--- src/rtl/dsup_cfg.svh ---
// offsets, field positions, reset values and timing counts of the drive run supervisor
`ifndef DSUP_CFG_SVH
`define DSUP_CFG_SVH

// ********************************************************************
// register byte offsets
// ********************************************************************
`define DSUP_OFF_CTRL 8'h00
`define DSUP_OFF_RUN_HOURS 8'h04
`define DSUP_OFF_SLEEP_FREQ 8'h08
`define DSUP_OFF_SLEEP_DELAY 8'h0C
`define DSUP_OFF_WAKE_FREQ 8'h10
`define DSUP_OFF_WAKE_DELAY 8'h14
`define DSUP_OFF_TMR_DUR 8'h18
`define DSUP_OFF_THIS_RUN 8'h1C
`define DSUP_OFF_DI_FUNC0 8'h20
`define DSUP_OFF_DI_FUNC1 8'h24
`define DSUP_OFF_DI_FUNC2 8'h28
`define DSUP_OFF_STATUS 8'h2C
`define DSUP_OFF_REMAIN 8'h30
`define DSUP_OFF_ACC_HOURS 8'h34

// ********************************************************************
// control register fields
// ********************************************************************
`define DSUP_CTRL_ACTION 0
`define DSUP_CTRL_FAN 1
`define DSUP_CTRL_TMR_EN 2
`define DSUP_CTRL_SRC_LO 4
`define DSUP_CTRL_SRC_HI 5
`define DSUP_CTRL_GUARD 6
`define DSUP_CTRL_W 7

// ********************************************************************
// reset values
// ********************************************************************
`define DSUP_CTRL_RST 7'h00
`define DSUP_HALF_RST 16'h0000
`define DSUP_DI_FUNC_RST 6'h00

// ********************************************************************
// codes, limits and timing
// ********************************************************************
`define DSUP_FN_NONE 6'h00
`define DSUP_FN_FWD 6'h01
`define DSUP_FN_REV 6'h02
`define DSUP_FN_THREE 6'h03
`define DSUP_FAN_TEMP 8'h28
`define DSUP_AI_FULL 13'h1000
`define DSUP_CLK_PERIOD_NS 10
`define DSUP_TICK_PERIOD_NS 100000000
`define DSUP_TICK_CYCLES (`DSUP_TICK_PERIOD_NS / `DSUP_CLK_PERIOD_NS)
`define DSUP_TICKS_PER_TENTH_MIN 6'h3C
`define DSUP_TENTH_MIN_PER_HOUR 10'h258

`endif

--- src/rtl/dsup_pkg.sv ---
// types shared by the drive run supervisor modules
package dsup_pkg;

	// run control states
	typedef enum logic [1:0] {
		ST_STOP = 2'b00,
		ST_RUN = 2'b01,
		ST_DORMANT = 2'b10,
		ST_HALT = 2'b11
	} dsup_state_t;

	// decoded run command lines from the input terminals
	typedef struct packed {
		logic forward_run_input;
		logic reverse_run_input;
		logic three_stop;
		logic three_mode;
	} dsup_cmd_t;

	// time base pulses
	typedef struct packed {
		logic tenth_sec;
		logic tenth_min;
	} dsup_tick_t;

endpackage : dsup_pkg

--- src/rtl/dsup_top.sv ---
// drive run supervisor: run control, dormancy, timers, fan and start guard
//
// Added by the designer: the register offsets and the AHB-Lite interface to the registers.
`timescale 1ns/1ns
`include "dsup_cfg.svh"

module dsup_top import dsup_pkg::*; #(
	parameter int TICK_CYCLES = `DSUP_TICK_CYCLES
) (
	input wire logic core_clk,
	input wire logic rst,
	input wire logic hsel,
	input wire logic [31:0] haddr,
	input wire logic [1:0] htrans,
	input wire logic hwrite,
	input wire logic [2:0] hsize,
	input wire logic [31:0] hwdata,
	input wire logic hready,
	output logic hreadyout,
	output logic hresp,
	output logic [31:0] hrdata,
	input wire logic [11:0] di_pin,
	input wire logic fault_reset,
	input wire logic [15:0] set_freq,
	input wire logic [7:0] heatsink_temp,
	input wire logic [12:0] analog_input_one,
	input wire logic [12:0] analog_input_two,
	input wire logic [12:0] analog_input_three,
	output logic motor_run,
	output logic motor_reverse,
	output logic fan_on,
	output logic dormant,
	output logic run_time_reached,
	output logic timer_reached,
	output logic this_run_reached
);

	dsup_tick_t tick;
	dsup_cmd_t cmd;
	dsup_state_t state_q, state_d;
	logic [`DSUP_CTRL_W-1:0] ctrl_q, ctrl_d;
	logic [15:0] run_time_reach_hours_q, run_time_reach_hours_d;
	logic [15:0] sleep_freq_threshold_q, sleep_freq_threshold_d;
	logic [15:0] sleep_delay_q, sleep_delay_d;
	logic [15:0] wake_freq_threshold_q, wake_freq_threshold_d;
	logic [15:0] wake_delay_q, wake_delay_d;
	logic [15:0] run_timer_duration_q, run_timer_duration_d;
	logic [15:0] this_run_time_threshold_q, this_run_time_threshold_d;
	logic [11:0][5:0] di_func_q, di_func_d;
	logic act_q, wr_q, rd_pend_q;
	logic [7:0] addr_q;
	logic [31:0] hrdata_q, hrdata_d, rd_mux;
	logic [15:0] sleep_cnt_q, sleep_cnt_d, wake_cnt_q, wake_cnt_d;
	logic [15:0] run_min_q, run_min_d;
	logic [15:0] accumulated_run_hours_q, accumulated_run_hours_d;
	logic [9:0] hour_sub_q, hour_sub_d;
	logic [15:0] timer_remaining_monitor_q, timer_remaining_monitor_d;
	logic guard_q, guard_d, fan_q, fan_d, latch_q, latch_d, dir_q, dir_d;
	logic fwd_prev_q, rev_prev_q, tmr_flag_q, tmr_flag_d;
	logic run_q, rev_out_q, rt_q, this_q;
	logic run_req, run_dir, guard_block, dorm_en, start, run_coded, run_coded_q;
	logic sleep_cond, wake_cond, sleep_hit, wake_hit, tmr_hit, rt_hit, this_hit;
	logic [12:0] ai_sel;
	logic [28:0] dur_prod;
	logic [15:0] dur_eff;

	// ********************************************************************
	// time base and input terminals
	// ********************************************************************
	dsup_tick #(.TICK_CYCLES(TICK_CYCLES)) u_tick (
		.core_clk(core_clk),
		.rst(rst),
		.tick(tick)
	);

	dsup_din u_din (
		.core_clk(core_clk),
		.rst(rst),
		.di_pin(di_pin),
		.di_func(di_func_q),
		.cmd(cmd)
	);

	// ********************************************************************
	// ahb-lite slave
	// ********************************************************************
	// read mux for the address held from the address phase
	always_comb begin
		rd_mux = 32'h0000_0000;
		case (addr_q)
			`DSUP_OFF_CTRL: rd_mux = {25'h000_0000, ctrl_q};
			`DSUP_OFF_RUN_HOURS: rd_mux = {16'h0000, run_time_reach_hours_q};
			`DSUP_OFF_SLEEP_FREQ: rd_mux = {16'h0000, sleep_freq_threshold_q};
			`DSUP_OFF_SLEEP_DELAY: rd_mux = {16'h0000, sleep_delay_q};
			`DSUP_OFF_WAKE_FREQ: rd_mux = {16'h0000, wake_freq_threshold_q};
			`DSUP_OFF_WAKE_DELAY: rd_mux = {16'h0000, wake_delay_q};
			`DSUP_OFF_TMR_DUR: rd_mux = {16'h0000, run_timer_duration_q};
			`DSUP_OFF_THIS_RUN: rd_mux = {16'h0000, this_run_time_threshold_q};
			`DSUP_OFF_DI_FUNC0: rd_mux = {2'b00, di_func_q[3], 2'b00, di_func_q[2],
				2'b00, di_func_q[1], 2'b00, di_func_q[0]};
			`DSUP_OFF_DI_FUNC1: rd_mux = {2'b00, di_func_q[7], 2'b00, di_func_q[6],
				2'b00, di_func_q[5], 2'b00, di_func_q[4]};
			`DSUP_OFF_DI_FUNC2: rd_mux = {2'b00, di_func_q[11], 2'b00, di_func_q[10],
				2'b00, di_func_q[9], 2'b00, di_func_q[8]};
			`DSUP_OFF_STATUS: rd_mux = {24'h00_0000, guard_block, this_q, tmr_flag_q, rt_q,
				fan_q, run_q, state_q};
			`DSUP_OFF_REMAIN: rd_mux = {16'h0000, timer_remaining_monitor_q};
			`DSUP_OFF_ACC_HOURS: rd_mux = {16'h0000, accumulated_run_hours_q};
			default: rd_mux = 32'h0000_0000;
		endcase
	end

	// register writes in the data phase, read data one wait cycle later
	always_comb begin
		ctrl_d = ctrl_q;
		run_time_reach_hours_d = run_time_reach_hours_q;
		sleep_freq_threshold_d = sleep_freq_threshold_q;
		sleep_delay_d = sleep_delay_q;
		wake_freq_threshold_d = wake_freq_threshold_q;
		wake_delay_d = wake_delay_q;
		run_timer_duration_d = run_timer_duration_q;
		this_run_time_threshold_d = this_run_time_threshold_q;
		di_func_d = di_func_q;
		hrdata_d = hrdata_q;
		if (rd_pend_q) begin
			hrdata_d = rd_mux;
		end
		if (act_q && wr_q) begin
			case (addr_q)
				`DSUP_OFF_CTRL: ctrl_d = hwdata[`DSUP_CTRL_W-1:0];
				`DSUP_OFF_RUN_HOURS: run_time_reach_hours_d = hwdata[15:0];
				`DSUP_OFF_SLEEP_FREQ: sleep_freq_threshold_d = hwdata[15:0];
				`DSUP_OFF_SLEEP_DELAY: sleep_delay_d = hwdata[15:0];
				`DSUP_OFF_WAKE_FREQ: wake_freq_threshold_d = hwdata[15:0];
				`DSUP_OFF_WAKE_DELAY: wake_delay_d = hwdata[15:0];
				`DSUP_OFF_TMR_DUR: run_timer_duration_d = hwdata[15:0];
				`DSUP_OFF_THIS_RUN: this_run_time_threshold_d = hwdata[15:0];
				`DSUP_OFF_DI_FUNC0: di_func_d[3:0] = {hwdata[29:24], hwdata[21:16], hwdata[13:8], hwdata[5:0]};
				`DSUP_OFF_DI_FUNC1: di_func_d[7:4] = {hwdata[29:24], hwdata[21:16], hwdata[13:8], hwdata[5:0]};
				`DSUP_OFF_DI_FUNC2: di_func_d[11:8] = {hwdata[29:24], hwdata[21:16], hwdata[13:8], hwdata[5:0]};
				default: ;
			endcase
		end
	end

	// register file and bus phase flops
	always_ff @(posedge core_clk) begin
		if (rst) begin
			ctrl_q <= `DSUP_CTRL_RST;
			run_time_reach_hours_q <= `DSUP_HALF_RST;
			sleep_freq_threshold_q <= `DSUP_HALF_RST;
			sleep_delay_q <= `DSUP_HALF_RST;
			wake_freq_threshold_q <= `DSUP_HALF_RST;
			wake_delay_q <= `DSUP_HALF_RST;
			run_timer_duration_q <= `DSUP_HALF_RST;
			this_run_time_threshold_q <= `DSUP_HALF_RST;
			di_func_q <= {12{`DSUP_DI_FUNC_RST}};
			hrdata_q <= 32'h0000_0000;
			act_q <= 1'b0;
			wr_q <= 1'b0;
			rd_pend_q <= 1'b0;
			addr_q <= 8'h00;
		end else begin
			ctrl_q <= ctrl_d;
			run_time_reach_hours_q <= run_time_reach_hours_d;
			sleep_freq_threshold_q <= sleep_freq_threshold_d;
			sleep_delay_q <= sleep_delay_d;
			wake_freq_threshold_q <= wake_freq_threshold_d;
			wake_delay_q <= wake_delay_d;
			run_timer_duration_q <= run_timer_duration_d;
			this_run_time_threshold_q <= this_run_time_threshold_d;
			di_func_q <= di_func_d;
			hrdata_q <= hrdata_d;
			act_q <= hsel && htrans[1] && hready;
			wr_q <= hwrite;
			rd_pend_q <= hsel && htrans[1] && hready && !hwrite;
			if (hsel && htrans[1] && hready) begin
				addr_q <= haddr[7:0];
			end
		end
	end

	// reads stall one cycle so the data leave a flop
	assign hreadyout = !rd_pend_q;
	assign hresp = 1'b0;
	assign hrdata = hrdata_q;

	// ********************************************************************
	// run command, guard, conditions
	// ********************************************************************
	// two-wire or three-wire command, guard blocks stale commands
	always_comb begin
		latch_d = latch_q;
		dir_d = dir_q;
		if (cmd.forward_run_input && !fwd_prev_q) begin
			latch_d = 1'b1;
			dir_d = 1'b0;
		end else if (cmd.reverse_run_input && !rev_prev_q) begin
			latch_d = 1'b1;
			dir_d = 1'b1;
		end
		// a latch left over from two-wire use must not start the drive in three-wire mode
		if (!cmd.three_stop || !cmd.three_mode) begin
			latch_d = 1'b0;
		end
		run_req = cmd.three_mode ? latch_q : (cmd.forward_run_input | cmd.reverse_run_input);
		run_dir = cmd.three_mode ? dir_q : (cmd.reverse_run_input & !cmd.forward_run_input);
		// any terminal coded for running, delayed one cycle to line up with the decode
		run_coded = 1'b0;
		for (int i = 0; i < 12; i++) begin
			if (di_func_q[i] == `DSUP_FN_FWD || di_func_q[i] == `DSUP_FN_REV) begin
				run_coded = 1'b1;
			end
		end
		// guard drops only once a run-coded terminal is seen idle
		guard_d = guard_q;
		if (!run_req && run_coded_q) begin
			guard_d = 1'b0;
		end
		if (fault_reset) begin
			guard_d = 1'b1;
		end
		guard_block = ctrl_q[`DSUP_CTRL_GUARD] & guard_q;
		dorm_en = (sleep_freq_threshold_q != 16'h0000) || (wake_freq_threshold_q != 16'h0000);
		sleep_cond = dorm_en && (set_freq <= sleep_freq_threshold_q);
		wake_cond = dorm_en && (set_freq >= wake_freq_threshold_q);
		sleep_hit = sleep_cond && (sleep_cnt_q >= sleep_delay_q);
		wake_hit = wake_cond && (wake_cnt_q >= wake_delay_q);
		case (ctrl_q[`DSUP_CTRL_SRC_HI:`DSUP_CTRL_SRC_LO])
			2'b01: ai_sel = analog_input_one;
			2'b10: ai_sel = analog_input_two;
			2'b11: ai_sel = analog_input_three;
			default: ai_sel = `DSUP_AI_FULL;
		endcase
		if (ai_sel > `DSUP_AI_FULL) begin
			ai_sel = `DSUP_AI_FULL;
		end
		dur_prod = 29'(run_timer_duration_q * ai_sel);
		dur_eff = dur_prod[27:12];
		tmr_hit = ctrl_q[`DSUP_CTRL_TMR_EN] && (run_min_q >= dur_eff);
		rt_hit = (run_time_reach_hours_q != 16'h0000) &&
			(accumulated_run_hours_q >= run_time_reach_hours_q);
		this_hit = (this_run_time_threshold_q != 16'h0000) &&
			(run_min_q >= this_run_time_threshold_q);
	end

	// ********************************************************************
	// run state machine and timers
	// ********************************************************************
	// state transitions, startup clears the per-run timer
	always_comb begin
		state_d = state_q;
		start = 1'b0;
		tmr_flag_d = tmr_flag_q;
		case (state_q)
			ST_STOP: begin
				if (run_req && !guard_block) begin
					state_d = ST_RUN;
					start = 1'b1;
				end
			end
			ST_RUN: begin
				if (!run_req) begin
					state_d = ST_STOP;
				end else if (tmr_hit) begin
					state_d = ST_HALT;
					tmr_flag_d = 1'b1;
				end else if (rt_hit && ctrl_q[`DSUP_CTRL_ACTION]) begin
					state_d = ST_HALT;
				end else if (sleep_hit) begin
					state_d = ST_DORMANT;
				end
			end
			ST_DORMANT: begin
				if (!run_req) begin
					state_d = ST_STOP;
				end else if (wake_hit) begin
					state_d = ST_RUN;
					start = 1'b1;
				end
			end
			ST_HALT: begin
				if (!run_req) begin
					state_d = ST_STOP;
				end
			end
			default: state_d = ST_STOP;
		endcase
		if (start) begin
			tmr_flag_d = 1'b0;
		end
		sleep_cnt_d = 16'h0000;
		if (state_q == ST_RUN && sleep_cond) begin
			sleep_cnt_d = sleep_cnt_q + {15'h0000, tick.tenth_sec && sleep_cnt_q != 16'hFFFF};
		end
		wake_cnt_d = 16'h0000;
		if (state_q == ST_DORMANT && wake_cond) begin
			wake_cnt_d = wake_cnt_q + {15'h0000, tick.tenth_sec && wake_cnt_q != 16'hFFFF};
		end
		run_min_d = run_min_q;
		if (start) begin
			run_min_d = 16'h0000;
		end else if (state_q == ST_RUN && tick.tenth_min && run_min_q != 16'hFFFF) begin
			run_min_d = run_min_q + 16'h0001;
		end
		timer_remaining_monitor_d = (dur_eff > run_min_q) ? dur_eff - run_min_q : 16'h0000;
		hour_sub_d = hour_sub_q;
		accumulated_run_hours_d = accumulated_run_hours_q;
		if (state_q == ST_RUN && tick.tenth_min) begin
			hour_sub_d = hour_sub_q + 10'h001;
			if (hour_sub_q == `DSUP_TENTH_MIN_PER_HOUR - 10'h001) begin
				hour_sub_d = 10'h000;
				if (accumulated_run_hours_q != 16'hFFFF) begin
					accumulated_run_hours_d = accumulated_run_hours_q + 16'h0001;
				end
			end
		end
		fan_d = fan_q;
		if (ctrl_q[`DSUP_CTRL_FAN] || state_q == ST_RUN) begin
			fan_d = 1'b1;
		end else if (heatsink_temp > `DSUP_FAN_TEMP) begin
			fan_d = 1'b1;
		end else if (heatsink_temp < `DSUP_FAN_TEMP) begin
			fan_d = 1'b0;
		end
	end

	// register state, counters and outputs
	always_ff @(posedge core_clk) begin
		if (rst) begin
			state_q <= ST_STOP;
			guard_q <= 1'b1;
			run_coded_q <= 1'b0;
			latch_q <= 1'b0;
			dir_q <= 1'b0;
			fwd_prev_q <= 1'b0;
			rev_prev_q <= 1'b0;
			tmr_flag_q <= 1'b0;
			sleep_cnt_q <= 16'h0000;
			wake_cnt_q <= 16'h0000;
			run_min_q <= 16'h0000;
			timer_remaining_monitor_q <= 16'h0000;
			hour_sub_q <= 10'h000;
			accumulated_run_hours_q <= 16'h0000;
			fan_q <= 1'b0;
			run_q <= 1'b0;
			rev_out_q <= 1'b0;
			rt_q <= 1'b0;
			this_q <= 1'b0;
		end else begin
			state_q <= state_d;
			guard_q <= guard_d;
			run_coded_q <= run_coded;
			latch_q <= latch_d;
			dir_q <= dir_d;
			fwd_prev_q <= cmd.forward_run_input;
			rev_prev_q <= cmd.reverse_run_input;
			tmr_flag_q <= tmr_flag_d;
			sleep_cnt_q <= sleep_cnt_d;
			wake_cnt_q <= wake_cnt_d;
			run_min_q <= run_min_d;
			timer_remaining_monitor_q <= timer_remaining_monitor_d;
			hour_sub_q <= hour_sub_d;
			accumulated_run_hours_q <= accumulated_run_hours_d;
			fan_q <= fan_d;
			run_q <= (state_d == ST_RUN);
			rev_out_q <= run_dir;
			rt_q <= rt_hit;
			this_q <= this_hit && (state_q == ST_RUN);
		end
	end

	assign motor_run = run_q;
	assign motor_reverse = rev_out_q;
	assign fan_on = fan_q;
	assign dormant = (state_q == ST_DORMANT);
	assign run_time_reached = rt_q;
	assign timer_reached = tmr_flag_q;
	assign this_run_reached = this_q;

	// ********************************************************************
	// checks
	// ********************************************************************
	fan_always_a: assert property (@(posedge core_clk) disable iff (rst)
		ctrl_q[`DSUP_CTRL_FAN] |=> fan_on) else $error("fan off in always-on mode");
	fan_running_a: assert property (@(posedge core_clk) disable iff (rst)
		(state_q == ST_RUN) |=> fan_on) else $error("fan off while running");
	guard_hold_a: assert property (@(posedge core_clk) disable iff (rst)
		(state_q == ST_STOP && guard_block) |=> !motor_run) else $error("guarded command started the drive");
	sleep_entry_a: assert property (@(posedge core_clk) disable iff (rst)
		(state_q == ST_RUN && run_req && sleep_hit && !tmr_hit && !(rt_hit && ctrl_q[`DSUP_CTRL_ACTION]))
		|=> dormant) else $error("dormant state not entered");
	dorm_off_a: assert property (@(posedge core_clk) disable iff (rst)
		(state_q == ST_RUN && !dorm_en) |=> !dormant) else $error("dormant with both thresholds zero");
	timer_stop_a: assert property (@(posedge core_clk) disable iff (rst)
		(state_q == ST_RUN && run_req && tmr_hit) |=> (!motor_run && timer_reached) [*2])
		else $error("timer expiry did not stop the drive");
	start_clear_a: assert property (@(posedge core_clk) disable iff (rst)
		start |=> (run_min_q == 16'h0000 && !timer_reached)) else $error("run timer not cleared at start");
	rt_action_a: assert property (@(posedge core_clk) disable iff (rst)
		(state_q == ST_RUN && run_req && rt_hit && ctrl_q[`DSUP_CTRL_ACTION]) |=> state_q == ST_HALT)
		else $error("hours reached did not stop the drive");
	this_run_a: assert property (@(posedge core_clk) disable iff (rst)
		(state_q == ST_RUN && this_hit) |=> this_run_reached) else $error("run time flag missing");

endmodule : dsup_top

--- src/rtl/dsup_tick.sv ---
// time base: tenth-second and tenth-minute enable pulses
`timescale 1ns/1ns
`include "dsup_cfg.svh"

module dsup_tick import dsup_pkg::*; #(
	parameter int TICK_CYCLES = `DSUP_TICK_CYCLES
) (
	input wire logic core_clk,
	input wire logic rst,
	output dsup_tick_t tick
);

	logic [23:0] cyc_q, cyc_d;
	logic [5:0] sec_q, sec_d;
	dsup_tick_t tick_q, tick_d;

	// ********************************************************************
	// divider chain
	// ********************************************************************
	// next values of the cycle and tenth-second counters
	always_comb begin
		cyc_d = cyc_q + 24'h00_0001;
		sec_d = sec_q;
		tick_d = '0;
		if (cyc_q == 24'(TICK_CYCLES - 1)) begin
			cyc_d = 24'h00_0000;
			tick_d.tenth_sec = 1'b1;
			sec_d = sec_q + 6'h01;
			if (sec_q == `DSUP_TICKS_PER_TENTH_MIN - 6'h01) begin
				sec_d = 6'h00;
				tick_d.tenth_min = 1'b1;
			end
		end
	end

	// register the divider
	always_ff @(posedge core_clk) begin
		if (rst) begin
			cyc_q <= 24'h00_0000;
			sec_q <= 6'h00;
			tick_q <= '0;
		end else begin
			cyc_q <= cyc_d;
			sec_q <= sec_d;
			tick_q <= tick_d;
		end
	end

	assign tick = tick_q;

endmodule : dsup_tick

--- src/rtl/dsup_din.sv ---
// input terminal synchroniser and function decoder
`timescale 1ns/1ns
`include "dsup_cfg.svh"

module dsup_din import dsup_pkg::*; (
	input wire logic core_clk,
	input wire logic rst,
	input wire logic [11:0] di_pin,
	input wire logic [11:0][5:0] di_func,
	output dsup_cmd_t cmd
);

	logic [11:0] sync1_q;
	logic [11:0] sync2_q;
	dsup_cmd_t cmd_q, cmd_d;

	// ********************************************************************
	// two-stage synchronisers, one per terminal
	// ********************************************************************
	for (genvar g = 0; g < 12; g++) begin : g_sync
		always_ff @(posedge core_clk) begin
			if (rst) begin
				sync1_q[g] <= 1'b0;
				sync2_q[g] <= 1'b0;
			end else begin
				sync1_q[g] <= di_pin[g];
				sync2_q[g] <= sync1_q[g];
			end
		end
	end

	// ********************************************************************
	// function decode
	// ********************************************************************
	// merge every terminal by its function code, code 0 does nothing
	always_comb begin
		cmd_d = '0;
		cmd_d.three_stop = 1'b1;
		for (int i = 0; i < 12; i++) begin
			case (di_func[i])
				`DSUP_FN_FWD: cmd_d.forward_run_input = cmd_d.forward_run_input | sync2_q[i];
				`DSUP_FN_REV: cmd_d.reverse_run_input = cmd_d.reverse_run_input | sync2_q[i];
				`DSUP_FN_THREE: begin
					cmd_d.three_mode = 1'b1;
					cmd_d.three_stop = cmd_d.three_stop & sync2_q[i];
				end
				default: ;
			endcase
		end
	end

	// register the decoded lines
	always_ff @(posedge core_clk) begin
		if (rst) begin
			cmd_q <= '0;
		end else begin
			cmd_q <= cmd_d;
		end
	end

	assign cmd = cmd_q;

endmodule : dsup_din

--- config.mk ---
export PLATFORM = sky130hd
export DESIGN_NAME = dsup_top
export DESIGN_NICKNAME = d
export VERILOG_FILES = /design/src/rtl/dsup_pkg.sv /design/src/rtl/dsup_top.sv /design/src/rtl/dsup_tick.sv /design/src/rtl/dsup_din.sv
export VERILOG_INCLUDE_DIRS = /design/src /design/src/rtl
export SDC_FILE = /design/constraint.sdc
export NUM_CORES = 2
export LEC_CHECK = 0
export BUFFER_PORTS_ARGS = -buffer_cell sky130_fd_sc_hd__buf_2
export CAP_MARGIN = 20
export CORE_ASPECT_RATIO = 1.25
export CORE_MARGIN = 3
export CORE_UTILIZATION = 56
export DETAILED_ROUTE_END_ITERATION = 10
export GPL_TIMING_DRIVEN = 0
export PLACE_DENSITY = 0.9
export SLEW_MARGIN = 10
export SYNTH_ARGS = -nofsm -noshare
export SYNTH_HDL_FRONTEND = slang
export SYNTH_SLANG_ARGS = --single-unit
--- constraint.sdc ---
create_clock -name core_clk -period 8.39 [get_ports core_clk]
set_input_delay 0.839 -clock core_clk [delete_from_list [all_inputs] [get_ports core_clk]]
set_output_delay 0.839 -clock core_clk [all_outputs]
set_load 0.005 [all_outputs]
Word level (Yosys, flattened, before mapping)
Index checks and enable logic that the tools add are counted.
{ "word_totals": {"reg_bits": 398, "input_bits": 150} }
{ "classes": {"n_reduce_logical": 77, "bitwise": 40, "mul": 1, "muxes": 75, "eq_ne": 63, "addsub": 8, "order_cmp": 11} }
{ "ops": {"columns": ["operator", "n"], "rows": [
  ["$pmux W30 S14", 1],
  ["$eq A6 B2 Y1 const B", 24],
  ["$ge A16 B16 Y1", 6],
  ["$eq A6 B1 Y1 const B", 12],
  ["$ne A16 B16 Y1 const B", 4],
  ["$reduce_bool A16 Y1", 4],
  ["$eq A8 B6 Y1 const B", 6],
  ["$mux W1", 47],
  ["$mux W2", 21],
  ["$pmux W13 S3", 1],
  ["$add A16 B1 Y16", 2],
  ["$add A16 B1 Y16 const B", 2],
  ["$eq A8 B5 Y1 const B", 4],
  ["$mul A16 B13 Y28", 1],
  ["$add A24 B1 Y24 const B", 1],
  ["$eq A24 B24 Y1 const B", 1],
  ["$logic_and A1 B1 Y1", 23],
  ["$or A1 B1 Y1", 23],
  ["$reduce_and A2 Y1", 11],
  ["$reduce_or A2 Y1", 9],
  ["$eq A8 B4 Y1 const B", 2],
  ["$gt A16 B16 Y1", 1],
  ["$le A16 B16 Y1", 1],
  ["$sub A16 B16 Y16", 1],
  ["other kinds (24)", 67]
]} }

Longest topological paths before layout
{ "logic_depth": {"depth_word": 24, "ltp_mapped": 36} }

Hierarchy
Synthesis repeated with hierarchy kept, for this count alone.
{ "hier_totals": {"cells_unflattened": 3258, "area_unflattened_um2": 26305.2} }
{ "by_module_without_submodules": {"columns": ["module", "n_inst", "cells_per_inst", "seq_area_each_um2", "area_each_um2"], "rows": [
  ["dsup_top", 1, 2922, 6686.4, 23425.0],
  ["dsup_tick", 1, 175, 640.6, 1511.4],
  ["dsup_din", 1, 161, 560.5, 1368.8]
]} }

Worst setup path before layout
No wires, ideal clock.
{ "synth_path": {"path_kind": "in2reg", "from": "in analog_input_three[12]", "to": "reg state_q[0]", "cell_stages": 31, "setup_ps": 58, "t_arrival_ps": 8501, "path_slack_ps": -169, "cell_sequence": "mux2i_1 a22oi_1 clkbuf_1 nor2_1 clkbuf_1 nand2_1 fa_1 inv_1 fa_1 fa_1 fa_1 inv_1 fa_1 inv_1 ha_1 a21o_1 a21o_1 a221oi_1 o31ai_2 a211o_1 a2111o_1 a31oi_1 xnor2_1 ha_1 nand4_1 nor4_1 a21oi_1 a21boi_0 nor2_1 a2111oi_0 or2_2"} }
{ "synth_via": {"elab_chain_len": 9} }
{ "synth_lines": {"columns": ["item", "line_no", "rtl"], "rows": [
  ["start, declared", "dsup_top.sv:28", "input wire logic [12:0] analog_input_three,"],
  ["$pmux W13 S3 *", "dsup_top.sv:229", "case (ctrl_q[`DSUP_CTRL_SRC_HI:`DSUP_CTRL_SRC_LO])"],
  ["$gt A13 B13 Y1 (no source line)", null, null],
  ["$mux W13 *", "dsup_top.sv:235", "if (ai_sel > `DSUP_AI_FULL) begin"],
  ["$mul A16 B13 Y28 *", "dsup_top.sv:238", "dur_prod = 29'(run_timer_duration_q * ai_sel);"],
  ["$ge A16 B16 Y1 *", "dsup_top.sv:240", "tmr_hit = ctrl_q[`DSUP_CTRL_TMR_EN] && (run_min_q >= dur_eff);"],
  ["$logic_and A1 B1 Y1 *", "dsup_top.sv:240", null],
  ["$mux W2 *", "dsup_top.sv:265", "end else if (tmr_hit) begin"],
  ["$mux W2 *", "dsup_top.sv:263", "if (!run_req) begin"],
  ["$pmux W2 S4 *", "dsup_top.sv:255", "case (state_q)"],
  ["end signal, assigned", "dsup_top.sv:351", "state_q <= state_d;"],
  ["end, declared", "dsup_top.sv:40", "dsup_state_t state_q, state_d;"]
]} }
Every way passes the cells marked *; elsewhere a longest branch is shown, timed or not.
A chain may end at the register's enable or synchronous reset.

Final worst setup path
{ "layout_path": {"from": "reg ctrl_q[4]", "to": "reg timer_remaining_monitor_q[8]"} }
{ "layout_via": {"elab_chain_len": 8, "word_cells_on_any_way": 11, "cone_classes": "add/sub: 1; mul: 1; order compare: 2; eq/ne: 3; mux: 2; bitwise: 1; reduce/logical: 1"} }
{ "layout_lines": {"columns": ["item", "line_no", "rtl"], "rows": [
  ["start, declared", "dsup_top.sv:41", "logic [`DSUP_CTRL_W-1:0] ctrl_q, ctrl_d;"],
  ["start signal, assigned", "dsup_top.sv:149", "ctrl_q <= `DSUP_CTRL_RST;"],
  ["start signal, assigned", "dsup_top.sv:164", "ctrl_q <= ctrl_d;"],
  ["$eq A2 B2 Y1 or $eq A2 B1 Y1 (tied branches)", "dsup_top.sv:229", null],
  ["$pmux W13 S3 *", "dsup_top.sv:229", null],
  ["$gt A13 B13 Y1 (no source line)", null, null],
  ["$mux W13 *", "dsup_top.sv:235", null],
  ["$mul A16 B13 Y28 *", "dsup_top.sv:238", null],
  ["$gt A16 B16 Y1", "dsup_top.sv:306", "timer_remaining_monitor_d = (dur_eff > run_min_q) ? dur_eff - run_min_q : 16'h0000;"],
  ["$not A1 Y1 (no source line)", null, null],
  ["$reduce_or A2 Y1 (no source line)", null, null],
  ["end signal, assigned", "dsup_top.sv:362", "timer_remaining_monitor_q <= timer_remaining_monitor_d;"],
  ["end, declared", "dsup_top.sv:57", "logic [15:0] timer_remaining_monitor_q, timer_remaining_monitor_d;"]
]} }
Marks and branches as above.

==> key figures <==
Worst setup path
  • Critical path's largest stage delay: 780 ps
  • WP data arrival: 9540 ps
  • CP required: 8840 ps
  • Slowest CP cell: a21oi_1
  • FF-to-FF setup slack: -690 ps
  • Cell repeated most along the worst path: fa_1
  • Worst Setup EP: timer_remaining_monitor_q[8]
  • Reg-to-reg endpoint: timer_remaining_monitor_q[8]
  • Crit path from: ctrl_q[4]
  • Critical-path maximum fanout: 10
  • CP Class: flip-flop to flip-flop
  • RR Startpoint: ctrl_q[4]
  • Register-to-Register Path Depth: 33
  • Crit end category: flip-flop
  • Critical Path Source Type: flip-flop

Outcome
  • Status: finished, violations left
  • Violated checks: DRC, setup timing

Timing
  • WHS: 433 ps
  • RSZ-0062 raised after global routing: yes
  • Final worst-path cycle share: 1.08
  • Final WS setup: -692 ps
  • Slew @ Worst Pin: 1180 ps
  • Final Max Tran Viols: 0
  • Clock period minus worst slack: 9080 ps
  • Peak Freq: 110 MHz
  • Setup violators final: 20
  • Worst Clk Skew: 23.3 ps
  • Final hold vios: 0
  • Max_slew headroom: 0.204

Layout
  • Most common cell after layout, fill and taps aside: nand2_1
  • Share of layout cells above drive strength 1: 0.114
  • P&R area growth vs syn: 15.1%
  • Sequential cell area: 0.00789 mm^2
  • Fillers: 3,512
  • Util after Layout: 0.655
  • Highest-count cells in the layout ignoring fill and taps: 609 x nand2_1, 392 x dfxtp_1, 319 x inv_1
  • Nets: 3,949
  • Multi-input logic area: 0.0166 mm^2
  • Finished Layout Cells: 4,066

Floorplan
  • CORE AREA: 0.0454 mm^2
  • I/O pin count: 191
  • Initial Util: 0.569
  • Row cnt: 87
  • Die height: 246 um
  • Die width: 198 um
  • Die area: 0.0487 mm^2

Global route
  • Initial antenna violation count: 3
  • Largest net degree at the start of global routing: 16
  • Total gr overflow: 0
  • Gr usage total: 0.373
  • Vias in the first global route: 25.3k
  • First-pass GRT wire length: 141,000 um

Flow run
  • Max-cap violations: 0

Synth
  • Seq/Total Area, Yosys: 0.305
  • EDFF count, synth: 0
  • Synth Area per Inst: 8.03 um^2
  • Distinct cells, synth: 75
  • Syn Inst Count: 3,217
  • Yosys top cell area share: 0.305
  • Yosys reg bits: 394
  • Fraction of registers with async set/reset: 0
  • Mapped Area: 0.0258 mm^2
  • Synth area leader: dfxtp_1
  • Top_reg_cell synth: dfxtp_1
  • YS warnings: 0
  • Synth top area cells: dfxtp_1 31%, fa_1 12%, ha_1 9.1%

Clock network
  • Hold-fix buffers, CTS: 0
  • Clk_lat worst skew: 550 ps
  • H-tree depth: 2
  • CTS Buf Count: 39
  • Number of clock sinks: 394
  • Clk buf depth: 3
  • Reg clk slew, reported paths: 70 ps
  • Clock root buffer: clkbuf_16
  • CTS tree: built

Detailed routing
  • Total iterations of the first detailed-routing run: 11
  • WL final: 95,100 um
  • DR DRC count: 2
  • WL/cell: 23.4 um
  • Via count: 25.7k
  • Iter 0 DRT Violations: 3,307
  • Post-DRT Antenna Nets: 0
  • Vias per cell: 6.32

Placed design
  • Final Wtd Congestion: 1.09
  • Post-Place Worst Slack: -1770 ps
  • Placed cell count: 3,945
  • DP HPWL: 66,500 um
  • PortBufs: 146

Worst hold path
  • Hold crit path type: flip-flop to flip-flop

Power and ir drop
  • Leak Pwr: 12.1 nW
  • Worst IR Drop VDD: 0.187 mV
  • PwrDens: 132 mW/mm^2
state kept, by name (all words and copies together), names as in the netlist, 2 cells and up:
register                   cells
wake_freq_threshold_q         16
state_q                        2
di_func_q                     72
run_timer_duration_q          16
sleep_delay_q                 16
run_time_reach_hours_q        16
timer_remaining_monitor_q     16
this_run_time_threshold_q     16
wake_delay_q                  16
wake_cnt_q                    16
u_tick.tick                    2
ctrl_q                         7
sleep_cnt_q                   16
hour_sub_q                    10
u_tick.sec_q                   6
u_tick.cyc_q                  24
u_din.cmd                      4
addr_q                         8
sleep_freq_threshold_q        16
accumulated_run_hours_q       16
hrdata                        28
u_din.sync1_q                 12
u_din.sync2_q                 12
run_min_q                     16
Yosys cell counts (13+ instances only):
master / n
a21o_1: 34
a21oi_1: 287
a221oi_1: 26
a222oi_1: 18
a22o_1: 22
a22oi_1: 57
a31oi_1: 17
and2_1: 91
and3_1: 45
clkbuf_1: 151
dfxtp_1: 394
fa_1: 153
ha_1: 188
inv_1: 332
mux2i_1: 16
nand2_1: 616
nand2b_1: 13
nand3_1: 72
nand4_1: 43
nor2_1: 246
nor2b_1: 36
nor3_1: 22
nor4_1: 43
o21ai_0: 39
xnor2_1: 58
xor2_1: 55
where the power goes:
part | leakage (nW) | switching [W] | internal, W | total, W
Sequential | 3.18 | 0.00000753 | 0.00188 | 0.00189
Clock | 0.668 | 0.000761 | 0.00111 | 0.00187
Combinational | 8.27 | 0.000124 | 0.0000501 | 0.000174
Total | 12.1 | 0.000893 | 0.00304 | 0.00393
cell families (layout without fill, tap and decap cells):
group / after synthesis / in the layout / share of synthesized area
muxes: 16 / 16 / 0.00620
buffers and inverters: 494 / 759 / 0.0728
other: 1 / 7 / 0.000145
and+or+nand+nor: 1287 / 1287 / 0.227
adders and majority gates: 341 / 341 / 0.210
AOI/OAI and AO/OA: 571 / 571 / 0.140
xor gates and xnor gates: 113 / 113 / 0.0383
DFF: 394 / 394 / 0.305
timing repair:
action,4_1_cts,5_1_grt
endpoints found under the setup margin,20,20
gates resized for setup,117,70
setup buffers,33,17
pin swaps,47,54
endpoints found under the hold margin,0,0
worst min path at each step:
stage	slack (ps)	end	from	cells after the start
2_1_floorplan	410	latch_q	u_din.cmd[1]	2
3_3_place_gp	420	u_din.sync2_q[3]	u_din.sync1_q[3]	1
3_5_place_dp	420	u_din.sync2_q[2]	u_din.sync1_q[2]	1
4_1_cts	440	u_din.sync2_q[2]	u_din.sync1_q[2]	1
5_1_grt	460	u_din.sync2_q[0]	u_din.sync1_q[0]	1
6_report	430	u_din.sync2_q[2]	u_din.sync1_q[2]	1
metrics by stage:
step,power [W],instance area (um^2),TNS (ps)
after detailed placement,0.00208,27300,-28540
final,0.00393,29700,-10910
after CTS,0.00391,29300,0
after floorplan,0.00200,25900,0
after global placement,0.00208,27300,-24460
after global routing,0.00401,29700,-16580
cell type report:
type | instances | share of cell area
multi-input combinational | 2333 | 0.557
sequential | 394 | 0.266
inverter | 332 | 0.0419
timing repair buffer | 196 | 0.0380
clock buffer | 51 | 0.0371
buffer | 162 | 0.0269
tap | 578 | 0.0243
clock inverter | 18 | 0.00851
antenna | 2 | 0.000168
routing by layer:
layer	routed length (um)	vias to the layer above	track usage	part of all wire
li1	-	11200	-	-
met1	30900	11900	0.409	0.32
met2	42300	1868	0.608	0.44
met3	11500	727	0.103	0.12
met4	10400	6	0.291	0.11
met5	110	-	0.0113	0.0012
critical path, delay by kind of cell, from the launching register on:
| kind | cells | cell delay (ps) |
|---|---|---|
| xor+xnor | 1 | 100 |
| flops | 1 | 350 |
| compound gates | 9 | 2900 |
| mux | 1 | 240 |
| fa+ha+maj | 7 | 3000 |
| simple gates | 6 | 900 |
| buf+inv | 9 | 1450 |
(Power assumes the default switching activity.)
